[src/shared/wtc_pkg.sv]
/*
 * Shared constants and types of the wake timer control block:
 * register offsets, reset values, field positions and divider counts.
 * Assumes the register block presents 6-bit offsets and 8-bit data.
 */
package wtc_pkg;

    // Register offsets
    localparam logic [5:0] OFF_PERIOD_HI = 6'h1e;
    localparam logic [5:0] OFF_PERIOD_LO = 6'h1f;
    localparam logic [5:0] OFF_CTRL      = 6'h20;

    // Reset values
    localparam logic [7:0] RST_PERIOD_HI = 8'h87;
    localparam logic [7:0] RST_PERIOD_LO = 8'h6b;
    localparam logic       RST_PD        = 1'h1;
    localparam logic [2:0] RST_DELAY     = 3'h7;
    localparam logic       RST_CAL_EN    = 1'h1;
    localparam logic [1:0] RST_RES       = 2'h0;

    // Control register field positions
    localparam int POS_PD     = 7;
    localparam int POS_DELAY  = 4;
    localparam int POS_CAL_EN = 3;
    localparam int POS_RES    = 0;

    // Reference clock cycles per RC oscillator period
    localparam int RC_DIV      = 750;
    localparam int RC_DIV_W    = 10;
    // RC periods spent in one calibration run
    localparam int CAL_PERIODS = 4;
    localparam int CAL_W       = 3;

    typedef struct packed {
        logic       rc_osc_powerdown;
        logic [2:0] second_event_delay;
        logic       rc_osc_cal_enable;
        logic [1:0] wake_timer_resolution;
    } wtc_ctrl_t;

    typedef struct packed {
        logic        wr;
        logic        rd;
        logic [5:0]  addr;
        logic [7:0]  wdata;
    } wtc_reg_req_t;

endpackage : wtc_pkg

[src/rtl/wtc_wake_timer.sv]
/*
 * Wake timer control: settings registers, RC oscillator power and
 * calibration, first-event period count and coded second-event delay.
 * Assumes a register block drives the 6-bit offset, strobes and data
 * synchronously to clk_i, and that the radio consumes the event pulses.
 */
`timescale 1ns/1ps

module wtc_wake_timer #(
    parameter int RC_DIV = wtc_pkg::RC_DIV
) (
    // Clock, reset, clock enable
    input  wire logic                  clk_i,
    input  wire logic                  arst_n_i,
    input  wire logic                  ce_i,
    // Register access
    input  wire wtc_pkg::wtc_reg_req_t reg_req_i,
    output logic [7:0]                 reg_rdata_o,
    // Timer run request from the radio
    input  wire logic                  timer_run_i,
    // Events and status
    output logic                       first_event_o,
    output logic                       second_event_o,
    output logic                       rc_osc_pd_o,
    output logic                       rc_osc_cal_enable_busy_o
);

    typedef enum logic [1:0] {
        ST_IDLE,
        ST_CAL,
        ST_FIRST,
        ST_SECOND
    } wtc_state_t;

    ////////////////////////////////////////////////////////////////////
    // Decoding helpers

    // Last prescaler value for each resolution code
    function automatic logic [14:0] step_last(input logic [1:0] res);
        unique case (res)
            2'h0: step_last = 15'h0000;
            2'h1: step_last = 15'h001f;
            2'h2: step_last = 15'h03ff;
            2'h3: step_last = 15'h7fff;
        endcase
    endfunction : step_last

    // Second-event delay in RC periods
    function automatic logic [5:0] delay_periods(input logic [2:0] code);
        unique case (code)
            3'h0: delay_periods = 6'h04;
            3'h1: delay_periods = 6'h06;
            3'h2: delay_periods = 6'h08;
            3'h3: delay_periods = 6'h0c;
            3'h4: delay_periods = 6'h10;
            3'h5: delay_periods = 6'h18;
            3'h6: delay_periods = 6'h20;
            3'h7: delay_periods = 6'h30;
        endcase
    endfunction : delay_periods

    ////////////////////////////////////////////////////////////////////
    // Registers

    wtc_pkg::wtc_ctrl_t ctrl_q, ctrl_d;
    logic [15:0]        period_q, period_d;
    logic [7:0]         rdata_d;
    logic               pd_prev_q;
    logic               cal_start;

    always_comb begin
        ctrl_d   = ctrl_q;
        period_d = period_q;
        rdata_d  = reg_rdata_o;
        if (reg_req_i.wr) begin
            unique case (reg_req_i.addr)
                wtc_pkg::OFF_CTRL: begin
                    ctrl_d.rc_osc_powerdown =
                        reg_req_i.wdata[wtc_pkg::POS_PD];
                    ctrl_d.second_event_delay =
                        reg_req_i.wdata[wtc_pkg::POS_DELAY +: 3];
                    ctrl_d.rc_osc_cal_enable =
                        reg_req_i.wdata[wtc_pkg::POS_CAL_EN];
                    ctrl_d.wake_timer_resolution =
                        reg_req_i.wdata[wtc_pkg::POS_RES +: 2];
                end
                wtc_pkg::OFF_PERIOD_HI: period_d[15:8] = reg_req_i.wdata;
                wtc_pkg::OFF_PERIOD_LO: period_d[7:0]  = reg_req_i.wdata;
                default: ;
            endcase
        end
        if (reg_req_i.rd) begin
            unique case (reg_req_i.addr)
                // Bit 2 is reserved and reads zero
                wtc_pkg::OFF_CTRL: begin
                    rdata_d = '0;
                    rdata_d[wtc_pkg::POS_PD] = ctrl_q.rc_osc_powerdown;
                    rdata_d[wtc_pkg::POS_DELAY +: 3] =
                        ctrl_q.second_event_delay;
                    rdata_d[wtc_pkg::POS_CAL_EN] = ctrl_q.rc_osc_cal_enable;
                    rdata_d[wtc_pkg::POS_RES +: 2] =
                        ctrl_q.wake_timer_resolution;
                end
                wtc_pkg::OFF_PERIOD_HI: rdata_d = period_q[15:8];
                wtc_pkg::OFF_PERIOD_LO: rdata_d = period_q[7:0];
                default:                rdata_d = 8'h00;
            endcase
        end
    end

    always_ff @(posedge clk_i or negedge arst_n_i) begin
        if (!arst_n_i) begin
            ctrl_q.rc_osc_powerdown      <= wtc_pkg::RST_PD;
            ctrl_q.second_event_delay    <= wtc_pkg::RST_DELAY;
            ctrl_q.rc_osc_cal_enable     <= wtc_pkg::RST_CAL_EN;
            ctrl_q.wake_timer_resolution <= wtc_pkg::RST_RES;
            period_q    <= {wtc_pkg::RST_PERIOD_HI, wtc_pkg::RST_PERIOD_LO};
            reg_rdata_o <= 8'h00;
        end else if (ce_i) begin
            ctrl_q      <= ctrl_d;
            period_q    <= period_d;
            reg_rdata_o <= rdata_d;
        end
    end

    ////////////////////////////////////////////////////////////////////
    // RC oscillator power and calibration

    logic rc_tick;
    logic cal_busy;
    logic recal;

    // Falling edge of the stored power-down bit starts calibration
    assign cal_start = pd_prev_q && !ctrl_q.rc_osc_powerdown;

    wtc_rc_osc #(
        .DIV         (RC_DIV)
    ) u_rc_osc (
        .clk_i       (clk_i),
        .arst_n_i    (arst_n_i),
        .ce_i        (ce_i),
        .powerdown_i (ctrl_q.rc_osc_powerdown),
        .cal_start_i (cal_start || recal),
        .tick_o      (rc_tick),
        .cal_busy_o  (cal_busy)
    );

    always_ff @(posedge clk_i or negedge arst_n_i) begin
        if (!arst_n_i) begin
            pd_prev_q     <= wtc_pkg::RST_PD;
            rc_osc_pd_o   <= wtc_pkg::RST_PD;
            rc_osc_cal_enable_busy_o <= 1'b0;
        end else if (ce_i) begin
            pd_prev_q     <= ctrl_q.rc_osc_powerdown;
            rc_osc_pd_o   <= ctrl_q.rc_osc_powerdown;
            rc_osc_cal_enable_busy_o <= cal_busy;
        end
    end

    ////////////////////////////////////////////////////////////////////
    // Event sequencer

    wtc_state_t  state_q, state_d;
    logic [14:0] pre_q, pre_d;
    logic [15:0] cnt_q, cnt_d;
    logic [5:0]  dly_q, dly_d;
    logic        ev0_d, ev1_d;
    logic [15:0] period_last;

    // A zero period value runs the full 16-bit range
    assign period_last = period_q - 16'h0001;

    always_comb begin
        state_d = state_q;
        pre_d   = pre_q;
        cnt_d   = cnt_q;
        dly_d   = dly_q;
        ev0_d   = 1'b0;
        ev1_d   = 1'b0;
        recal   = 1'b0;
        if (ctrl_q.rc_osc_powerdown || !timer_run_i) begin
            state_d = ST_IDLE;
            pre_d   = '0;
            cnt_d   = '0;
            dly_d   = '0;
        end else begin
            unique case (state_q)
                ST_IDLE: state_d = cal_busy ? ST_CAL : ST_FIRST;
                ST_CAL:  if (!cal_busy) state_d = ST_FIRST;
                ST_FIRST: if (rc_tick && !cal_busy) begin
                    if (pre_q == step_last(ctrl_q.wake_timer_resolution)) begin
                        pre_d = '0;
                        if (cnt_q == period_last) begin
                            cnt_d   = '0;
                            dly_d   = '0;
                            ev0_d   = 1'b1;
                            state_d = ST_SECOND;
                        end else begin
                            cnt_d = cnt_q + 16'h0001;
                        end
                    end else begin
                        pre_d = pre_q + 15'h0001;
                    end
                end
                ST_SECOND: if (rc_tick) begin
                    if (dly_q == delay_periods(
                            ctrl_q.second_event_delay) - 6'h01) begin
                        ev1_d   = 1'b1;
                        // Recalibration trades a few RC periods of drift
                        recal   = ctrl_q.rc_osc_cal_enable;
                        state_d = ST_FIRST;
                    end else begin
                        dly_d = dly_q + 6'h01;
                    end
                end
            endcase
        end
    end

    always_ff @(posedge clk_i or negedge arst_n_i) begin
        if (!arst_n_i) begin
            state_q        <= ST_IDLE;
            pre_q          <= '0;
            cnt_q          <= '0;
            dly_q          <= '0;
            first_event_o  <= 1'b0;
            second_event_o <= 1'b0;
        end else if (ce_i) begin
            state_q        <= state_d;
            pre_q          <= pre_d;
            cnt_q          <= cnt_d;
            dly_q          <= dly_d;
            first_event_o  <= ev0_d;
            second_event_o <= ev1_d;
        end
    end

endmodule : wtc_wake_timer

[src/rtl/wtc_rc_osc.sv]
/*
 * RC oscillator model: divides the reference clock into RC period
 * ticks and runs a calibration sequence on request.
 * Assumes the reference clock stands in for the crystal clock.
 */
`timescale 1ns/1ps
module wtc_rc_osc #(
    parameter int DIV = wtc_pkg::RC_DIV
) (
    // Clock and reset
    input  wire logic clk_i,
    input  wire logic arst_n_i,
    input  wire logic ce_i,
    // Control
    input  wire logic powerdown_i,
    input  wire logic cal_start_i,
    // Status
    output logic      tick_o,
    output logic      cal_busy_o
);

    logic [wtc_pkg::RC_DIV_W-1:0] div_q, div_d;
    logic [wtc_pkg::CAL_W-1:0]    cal_q, cal_d;
    logic                         tick_d, busy_d;

    ////////////////////////////////////////////////////////////////////
    always_comb begin
        div_d  = div_q;
        cal_d  = cal_q;
        tick_d = 1'b0;
        busy_d = cal_busy_o;
        if (powerdown_i) begin
            // Stopped oscillator loses its phase
            div_d  = '0;
            cal_d  = '0;
            busy_d = 1'b0;
        end else begin
            if (div_q == wtc_pkg::RC_DIV_W'(DIV - 1)) begin
                div_d  = '0;
                tick_d = 1'b1;
            end else begin
                div_d = div_q + 1'b1;
            end
            if (cal_start_i) begin
                busy_d = 1'b1;
                cal_d  = '0;
            end else if (cal_busy_o && tick_d) begin
                if (cal_q == wtc_pkg::CAL_W'(wtc_pkg::CAL_PERIODS - 1)) begin
                    busy_d = 1'b0;
                end else begin
                    cal_d = cal_q + 1'b1;
                end
            end
        end
    end

    always_ff @(posedge clk_i or negedge arst_n_i) begin
        if (!arst_n_i) begin
            div_q      <= '0;
            cal_q      <= '0;
            tick_o     <= 1'b0;
            cal_busy_o <= 1'b0;
        end else if (ce_i) begin
            div_q      <= div_d;
            cal_q      <= cal_d;
            tick_o     <= tick_d;
            cal_busy_o <= busy_d;
        end
    end

endmodule : wtc_rc_osc

[config.mk]
export PLATFORM = sky130hd
export DESIGN_NAME = wtc_wake_timer
export DESIGN_NICKNAME = d
export VERILOG_FILES = /design/src/shared/wtc_pkg.sv /design/src/rtl/wtc_wake_timer.sv /design/src/rtl/wtc_rc_osc.sv
export SDC_FILE = /design/constraint.sdc
export NUM_CORES = 1
export LEC_CHECK = 0
export ABC_CLOCK_PERIOD_IN_PS = 8200
export CORE_MARGIN = 2
export CORE_UTILIZATION = 70
export CTS_BUF_LIST = sky130_fd_sc_hd__clkbuf_8
export DETAILED_ROUTE_END_ITERATION = 8
export DONT_BUFFER_PORTS = 1
export HOLD_SLACK_MARGIN = 0.06
export PLACE_DENSITY = 0.86
export SETUP_SLACK_MARGIN = 0.02
export SLEW_MARGIN = 20
export SYNTH_ARGS = -nofsm -noshare
export SYNTH_HDL_FRONTEND = slang
export SYNTH_HIERARCHICAL = 1
export SYNTH_SLANG_ARGS = --single-unit
export TNS_END_PERCENT = 30
[constraint.sdc]
create_clock -name clk_i -period 8.2 [get_ports clk_i]
set_clock_uncertainty 0.2 [all_clocks]
set_input_delay 0.41 -clock clk_i [delete_from_list [all_inputs] [get_ports clk_i]]
set_output_delay 0.41 -clock clk_i [all_outputs]
set_load 0.1 [all_outputs]
==> impl_metrics.py, run 1 <==
metrics = {
    "global_route": {
        "grt_use_total": 0.299,
        "grt-ovfl-total": 0,
        "grt_pass1_wl_um": 19600,
        "grt_pass1_vias": 4183,
        "grt_start_max_net_pins": 90,
        "antenna_found_initial": 0,
    },
    "worst_setup_path": {
        "rrSetupSlack_ps": 4890,
        "arrival_ps": 3360,
        "required_ps": 8240,
        "startpoint_type": "flop",
        "timing.rr.end": "cnt_q[14]$_DFFE_PN0P_",
        "worstPathMaxFanout": 9,
        "worstSetupEndpointType": "flop",
        "critPathKind": "reg -> reg",
        "r2r-start": "period_q[4]$_DFFE_PN0P_",
        "reg2regPathDepth": 8,
    },
    "cts": {
        "cts_hold_buf": 11,
        "cts_root_buffer": "clkbuf_8",
        "clock_path_buffers": 2,
        "clk_pin_slew_ps": 100,
        "clock_latency_ps": 380,
        "cts-resized-gates": 0,
        "cts_tree": "built",
        "postCtsSetupBuffers": 0,
        "clock-sinks": 89,
        "numCtsBuffers": 9,
        "cts-htree-levels": 3,
    },
    "timing": {
        "final-hold-violation-count": 0,
        "tightest_slew_ps": 919,
        "drv_slew": 0,
        "timing.hold.ws_ps": 75.3,
        "finalCritPeriodShare": 0.404,
        "setup_tns_ps": 0,
        "rsz0062_at_grt": "false",
        "fmax_mhz": 302,
        "finalWorstSetupSlack_ps": 4890,
        "setup_violations": 0,
        "relSlewSlack": 0.388,
        "finalCriticalPeriod_ps": 3310,
    },
    "yosys": {
        "synth_warnings": 6,
        "synthCells": 550,
        "synth_most_common_cell": "dfrtp_1",
        "synth_edf_count": 0,
        "synth_area_leader_cell": "dfrtp_1",
        "netlist.area_leader.share": 0.358,
        "synth.mux.area_fraction": 0.0739,
        "ys_seq_area_frac": 0.435,
        "netlist_top_cells_area": "dfrtp_1 36%, dfstp_2 7.6%, mux2_2 5.4%",
        "synth_fp_nets": 578,
        "syn_avg_cell_area_sq_um": 9.39,
        "synthArstFlopShare": 1.00,
        "synth_xor_area_frac": 0.0627,
        "synth-seq-cells": 89,
        "synthDistinctLibCells": 64,
        "synth_flop_cell": "dfrtp_1",
        "synth_top_cells_by_count": "74 x dfrtp_1, 60 x nor2_1, 53 x nand2_1",
        "synthAdderAreaFrac": 0.0194,
        "synth-compound-area-share": 0.147,
        "synth_top_family_by_area": "simple AND/OR/NAND/NOR gates",
        "synth_area_sq_mm": 0.00517,
        "synth_simple_gate_area_frac": 0.230,
    },
    "final_layout": {
        "n_fill_cell": 483,
        "synthToLayoutAreaGrowth_pct": 8.28,
        "drive_above_1_share": 0.140,
        "antenna_cells": 0,
        "fin_nets": 581,
        "multiInputGateArea_sq_mm": 0.00276,
        "regArea_sq_mm": 0.00225,
    },
    "hold_path": {
        "min-delay-start": "ce_i",
        "hold_path.class": "in -> reg",
        "worst_hold_path.num_cells": 2,
        "hold_end": "u_rc_osc/cal_q[0]$_DFFE_PN0P_",
    },
    "route": {
        "ant_nets": 0,
        "wl_per_cell_um": 17.7,
        "m1WireLength_um": 4890,
        "via_per_inst": 6.48,
        "first_iter_violations": 266,
        "drc_errors": 0,
        "met3_length_um": 633,
        "highest_layer": "met4",
        "met2_length_um": 5840,
        "dr.pass1.iters": 5,
        "drt-total-wl_um": 11700,
        "num_vias": 4255,
    },
    "floorplanning": {
        "placementRows": 31,
        "die_width_um": 89.9,
        "core_area_sq_mm": 0.00721,
        "start_util": 0.716,
        "io_pins": 32,
        "die_h_um": 89.9,
        "die_area_sq_mm": 0.00808,
    },
    "outcome": {
        "outcome": "completed",
    },
    "place": {
        "portBuffers": 0,
        "gp_congestion": 0.885,
        "post-place-ws_ps": 5030,
        "dp_hpwl_um": 7970,
    },
    "flow_run": {
        "cap_violations": 0,
    },
    "power": {
        "p_total_mw": 1.08,
        "powerDensity_mw_per_mm2": 192,
        "irDropWorstVdd_mv": 0.138,
        "p_leak_nw": 2.37,
    },
}
per-layer routing:
layer / vias to the layer above / global-route usage
li1: 1986 / -
met1: 2112 / 0.388
met2: 133 / 0.504
met3: 24 / 0.0511
met4: 0 / 0.121
met5: - / 0
critical path, cell delays in order (launching register included):
cell and delay, ps:
dfrtp_1 510, nor4_1 500, and3_1 310, mux2i_1 100
o31ai_1 300, a221oi_2 140, a21oi_1 500, nand2_1 200
o311ai_0 410
state kept, by name, indices dropped and copies added (netlist names):
signal                    count
reg_rdata_o                   8
pd_prev_q                     1
u_rc_osc/div_q               10
period_q                     16
u_rc_osc/cal_q                3
cnt_q                        16
u_rc_osc/tick_o               1
state_q                       2
ctrl_q                        7
dly_q                         6
second_event_o                1
pre_q                        15
u_rc_osc/cal_busy_o           1
first_event_o                 1
rc_osc_cal_enable_busy_o      1
per-stage QoR:
step,util,cells,cell area [sq um]
5_1_grt,0.775,657,5590
3_3_place_gp,0.722,630,5210
4_1_cts,0.775,657,5590
6_report,0.775,657,5590
3_5_place_dp,0.722,630,5210
2_1_floorplan,-,550,5170
report_power, final:
group | total (mW) | internal, mW | switching, mW
registers | 0.532 | 0.472 | 0.0596
clock network | 0.377 | 0.212 | 0.165
logic | 0.168 | 0.0757 | 0.0922
how the worst max path moves through the flow:
stage                                       start                    end  slack, ps
final                     period_q[4]$_DFFE_PN0P_  cnt_q[14]$_DFFE_PN0P_       4890
after global routing      period_q[4]$_DFFE_PN0P_  cnt_q[11]$_DFFE_PN0P_       4730
after CTS                 period_q[4]$_DFFE_PN0P_  cnt_q[14]$_DFFE_PN0P_       4970
after detailed placement  period_q[0]$_DFFE_PN1P_  cnt_q[11]$_DFFE_PN0P_       5030
after global placement    period_q[0]$_DFFE_PN1P_   dly_q[5]$_DFFE_PN0P_       5140
after floorplan           period_q[0]$_DFFE_PN1P_   dly_q[3]$_DFFE_PN0P_       5300
layout make-up:
class                           instances  area share
Tap cell                               99      0.0221
Inverter                               21      0.0141
Multi-Input combinational cell        420       0.493
Timing Repair Buffer                   12      0.0242
Clock buffer                           10      0.0246
Clock inverter                          6      0.0204
Sequential cell                        89       0.401
cells by family after synthesis:
| family | count (synthesis) |
|---|---|
| compound gates | 111 |
| xor+xnor | 37 |
| fa+ha+maj | 8 |
| buf+inv | 41 |
| flops | 89 |
| mux | 35 |
| simple gates | 229 |
layout by cell type, fill, tap and decap left out, types with 11 or more instances in the layout:
master and n:
a21oi_1 16, and3_1 12, dfrtp_1 74, dfstp_2 15
inv_1 21, mux2_2 25, nand2_1 53, nand3_1 25
nand4_1 12, nor2_1 60, nor2b_1 11, nor3_1 16
o21ai_0 37, xnor2_1 23, xor2_1 14
No activity file was read; power rests on OpenSTA's default activity.
==> run 2, diff against run 1 <==
- ABC_CLOCK_PERIOD_IN_PS: 8200 -> 3080
- CORE_UTILIZATION: 70 -> 66
- PLACE_DENSITY: 0.86 -> 0.82
- clock period: 8.2 -> 3.08 ns (I/O delays scaled with it)
==> impl_metrics.py, run 2 (synthesis gave the netlist of run 1 again) <==
metrics = {
    "route": {
        "first_iter_violations": 182,
        "via_per_inst": 6.37,
        "wl_per_cell_um": 18.5,
        "drt-total-wl_um": 12700,
        "ant_nets": 0,
        "dr.pass1.iters": 5,
        "drc_errors": 0,
        "num_vias": 4390,
    },
    "cts": {
        "numCtsBuffers": 9,
        "cts_root_buffer": "clkbuf_8",
        "clock-sinks": 89,
        "clk_pin_slew_ps": 100,
        "cts-htree-levels": 3,
        "cts_tree": "built",
        "clock_path_buffers": 2,
        "clock_latency_ps": 370,
    },
    "global_route": {
        "antenna_found_initial": 1,
        "grt-ovfl-total": 0,
        "grt_pass1_vias": 4292,
        "grt_use_met3": 0.0740,
        "grt_start_max_net_pins": 90,
        "busiest_layer": "met2",
        "use_met2": 0.546,
        "grt_pass1_wl_um": 21100,
        "use_met1": 0.387,
        "grt_use_total": 0.314,
    },
    "power": {
        "sequentialPowerShare": 0.514,
        "powerDensity_mw_per_mm2": 471,
        "combPwrFrac": 0.195,
        "switchingPower_mw": 0.922,
        "p_leak_nw": 2.51,
        "irDropWorstVdd_mv": 0.309,
        "clock_power_share": 0.291,
        "p_int_mw": 1.82,
        "netSwitchingFraction": 0.336,
    },
    "timing": {
        "setup_violations": 0,
        "rsz0062_at_grt": "true",
        "final-hold-violation-count": 0,
        "drv_slew": 0,
        "relSlewSlack": 0.385,
        "setup_tns_ps": 0,
        "finalWorstSetupSlack_ps": 78.3,
        "finalCriticalPeriod_ps": 3000,
        "tightest_slew_ps": 922,
        "fmax_mhz": 333,
        "finalCritPeriodShare": 0.975,
    },
    "final_layout": {
        "drive_above_1_share": 0.174,
        "n_fill_cell": 513,
        "multiInputGateArea_sq_mm": 0.00281,
        "synthToLayoutAreaGrowth_pct": 12.9,
        "final_util": 0.763,
        "fin_nets": 609,
        "regArea_sq_mm": 0.00225,
        "reg.largest.list": "cnt_q: 16 flops, period_q: 16 flops, pre_q: 15 flops",
        "fin_area_sq_mm": 0.00583,
        "final_cell_count_no_fill": 689,
        "final_cell_mix": "74 x dfrtp_1, 60 x nor2_1, 53 x nand2_1, 36 x o21ai_0",
        "layout_commonest_cell": "dfrtp_1",
    },
    "floorplanning": {
        "placementRows": 32,
        "die_width_um": 92.5,
        "die_area_sq_mm": 0.00855,
        "start_util": 0.676,
        "core_area_sq_mm": 0.00765,
        "die_h_um": 92.5,
        "io_pins": 32,
    },
    "worst_setup_path": {
        "critPathKind": "reg -> reg",
        "timing.rr.end": "cnt_q[5]$_DFFE_PN0P_",
        "r2r-start": "period_q[1]$_DFFE_PN1P_",
        "worstSetupEndpointType": "flop",
        "rrSetupSlack_ps": 80,
        "arrival_ps": 3060,
        "cp-endpoint": "cnt_q[5]$_DFFE_PN0P_",
        "worstPathMaxFanout": 10,
        "required_ps": 3140,
        "startpoint_type": "flop",
        "reg2regPathDepth": 11,
        "startpoint": "period_q[1]$_DFFE_PN1P_",
    },
    "place": {
        "gp_congestion": 0.877,
        "dp_hpwl_um": 8340,
        "post-place-ws_ps": 40.8,
        "placed_area_sq_mm": 0.00532,
        "portBuffers": 0,
        "dp_cells": 647,
    },
    "hold_path": {
        "min-delay-start": "reg_req_i[14]",
        "hold_path.class": "in -> reg",
    },
    "outcome": {
        "outcome": "completed",
    },
    "flow_run": {
        "cap_violations": 0,
    },
}
run 2: changes by cell type in the layout (fill, tap and decap cells not counted), moves of 3 or more:
cell and change:
buf_4 +16, dlygate4sd3_1 +10, bufinv_16 -3, inv_6 +3
run 2: worst min-delay path by stage:
| stage | slack [ps] | endpoint | depth (start not counted) |
|---|---|---|---|
| floorplan | -340 | cnt_q[0]$_DFFE_PN0P_ | 0 |
| global placement | -340 | u_rc_osc/div_q[0]$_DFFE_PN0P_ | 0 |
| detailed placement | -340 | u_rc_osc/div_q[0]$_DFFE_PN0P_ | 0 |
| CTS | 70 | reg_rdata_o[1]$_DFFE_PN0P_ | 2 |
| global route | 90 | period_q[1]$_DFFE_PN1P_ | 2 |
| finish | 100 | reg_rdata_o[1]$_DFFE_PN0P_ | 3 |
run 2: layer usage:
| metal | share of wire | routed length, um | vias to the layer above |
|---|---|---|---|
| met1 | 0.40 | 5040 | 2135 |
| met3 | 0.068 | 865 | 40 |
| met5 | 0 | 0 | - |
| met4 | 0.030 | 385 | 0 |
| met2 | 0.51 | 6440 | 169 |
| li1 | - | - | 2046 |
run 2: power by group through the flow:
stage	registers [mW]	clock network, mW	logic (mW)
3_3_place_gp	1.42	0	0.409
5_1_grt	1.42	0.856	0.593
4_1_cts	1.40	0.808	0.492
3_5_place_dp	1.43	0	0.425
6_report	1.41	0.798	0.537
2_1_floorplan	1.38	0	0.352
run 2: timing repair:
item,CTS,global route
buffers inserted,0,4
resized for setup,1,13
endpoints found under the hold margin,145,0
pin swaps,0,6
hold buffers,21,0
endpoints found under the setup margin,3,23
run 2: area by class of cell:
class	count	share of cell area
Multi-Input combinational cell	420	0.482
Sequential cell	89	0.385
Timing Repair Buffer	40	0.0648
Tap cell	102	0.0219
Clock buffer	9	0.0212
Inverter	21	0.0135
Clock inverter	7	0.0114
Antenna cell	1	0.000429
run 2: worst max-delay path: stages (launching register included):
cell and delay (ps):
dfstp_2 570, inv_1 50, ha_1 180, nor2b_1 160, and4b_2 260, xor2_1 150
o221a_2 270, a221oi_4 410, a21o_2 220, nor2_1 60, buf_6 170, a22o_1 210
run 2: stage by stage:
step           power, mW  hold slack (ps)
2_1_floorplan       1.73             -342
3_3_place_gp        1.83             -340
3_5_place_dp        1.85             -339
4_1_cts             2.70             65.3
5_1_grt             2.87             91.6
6_report            2.75             98.9
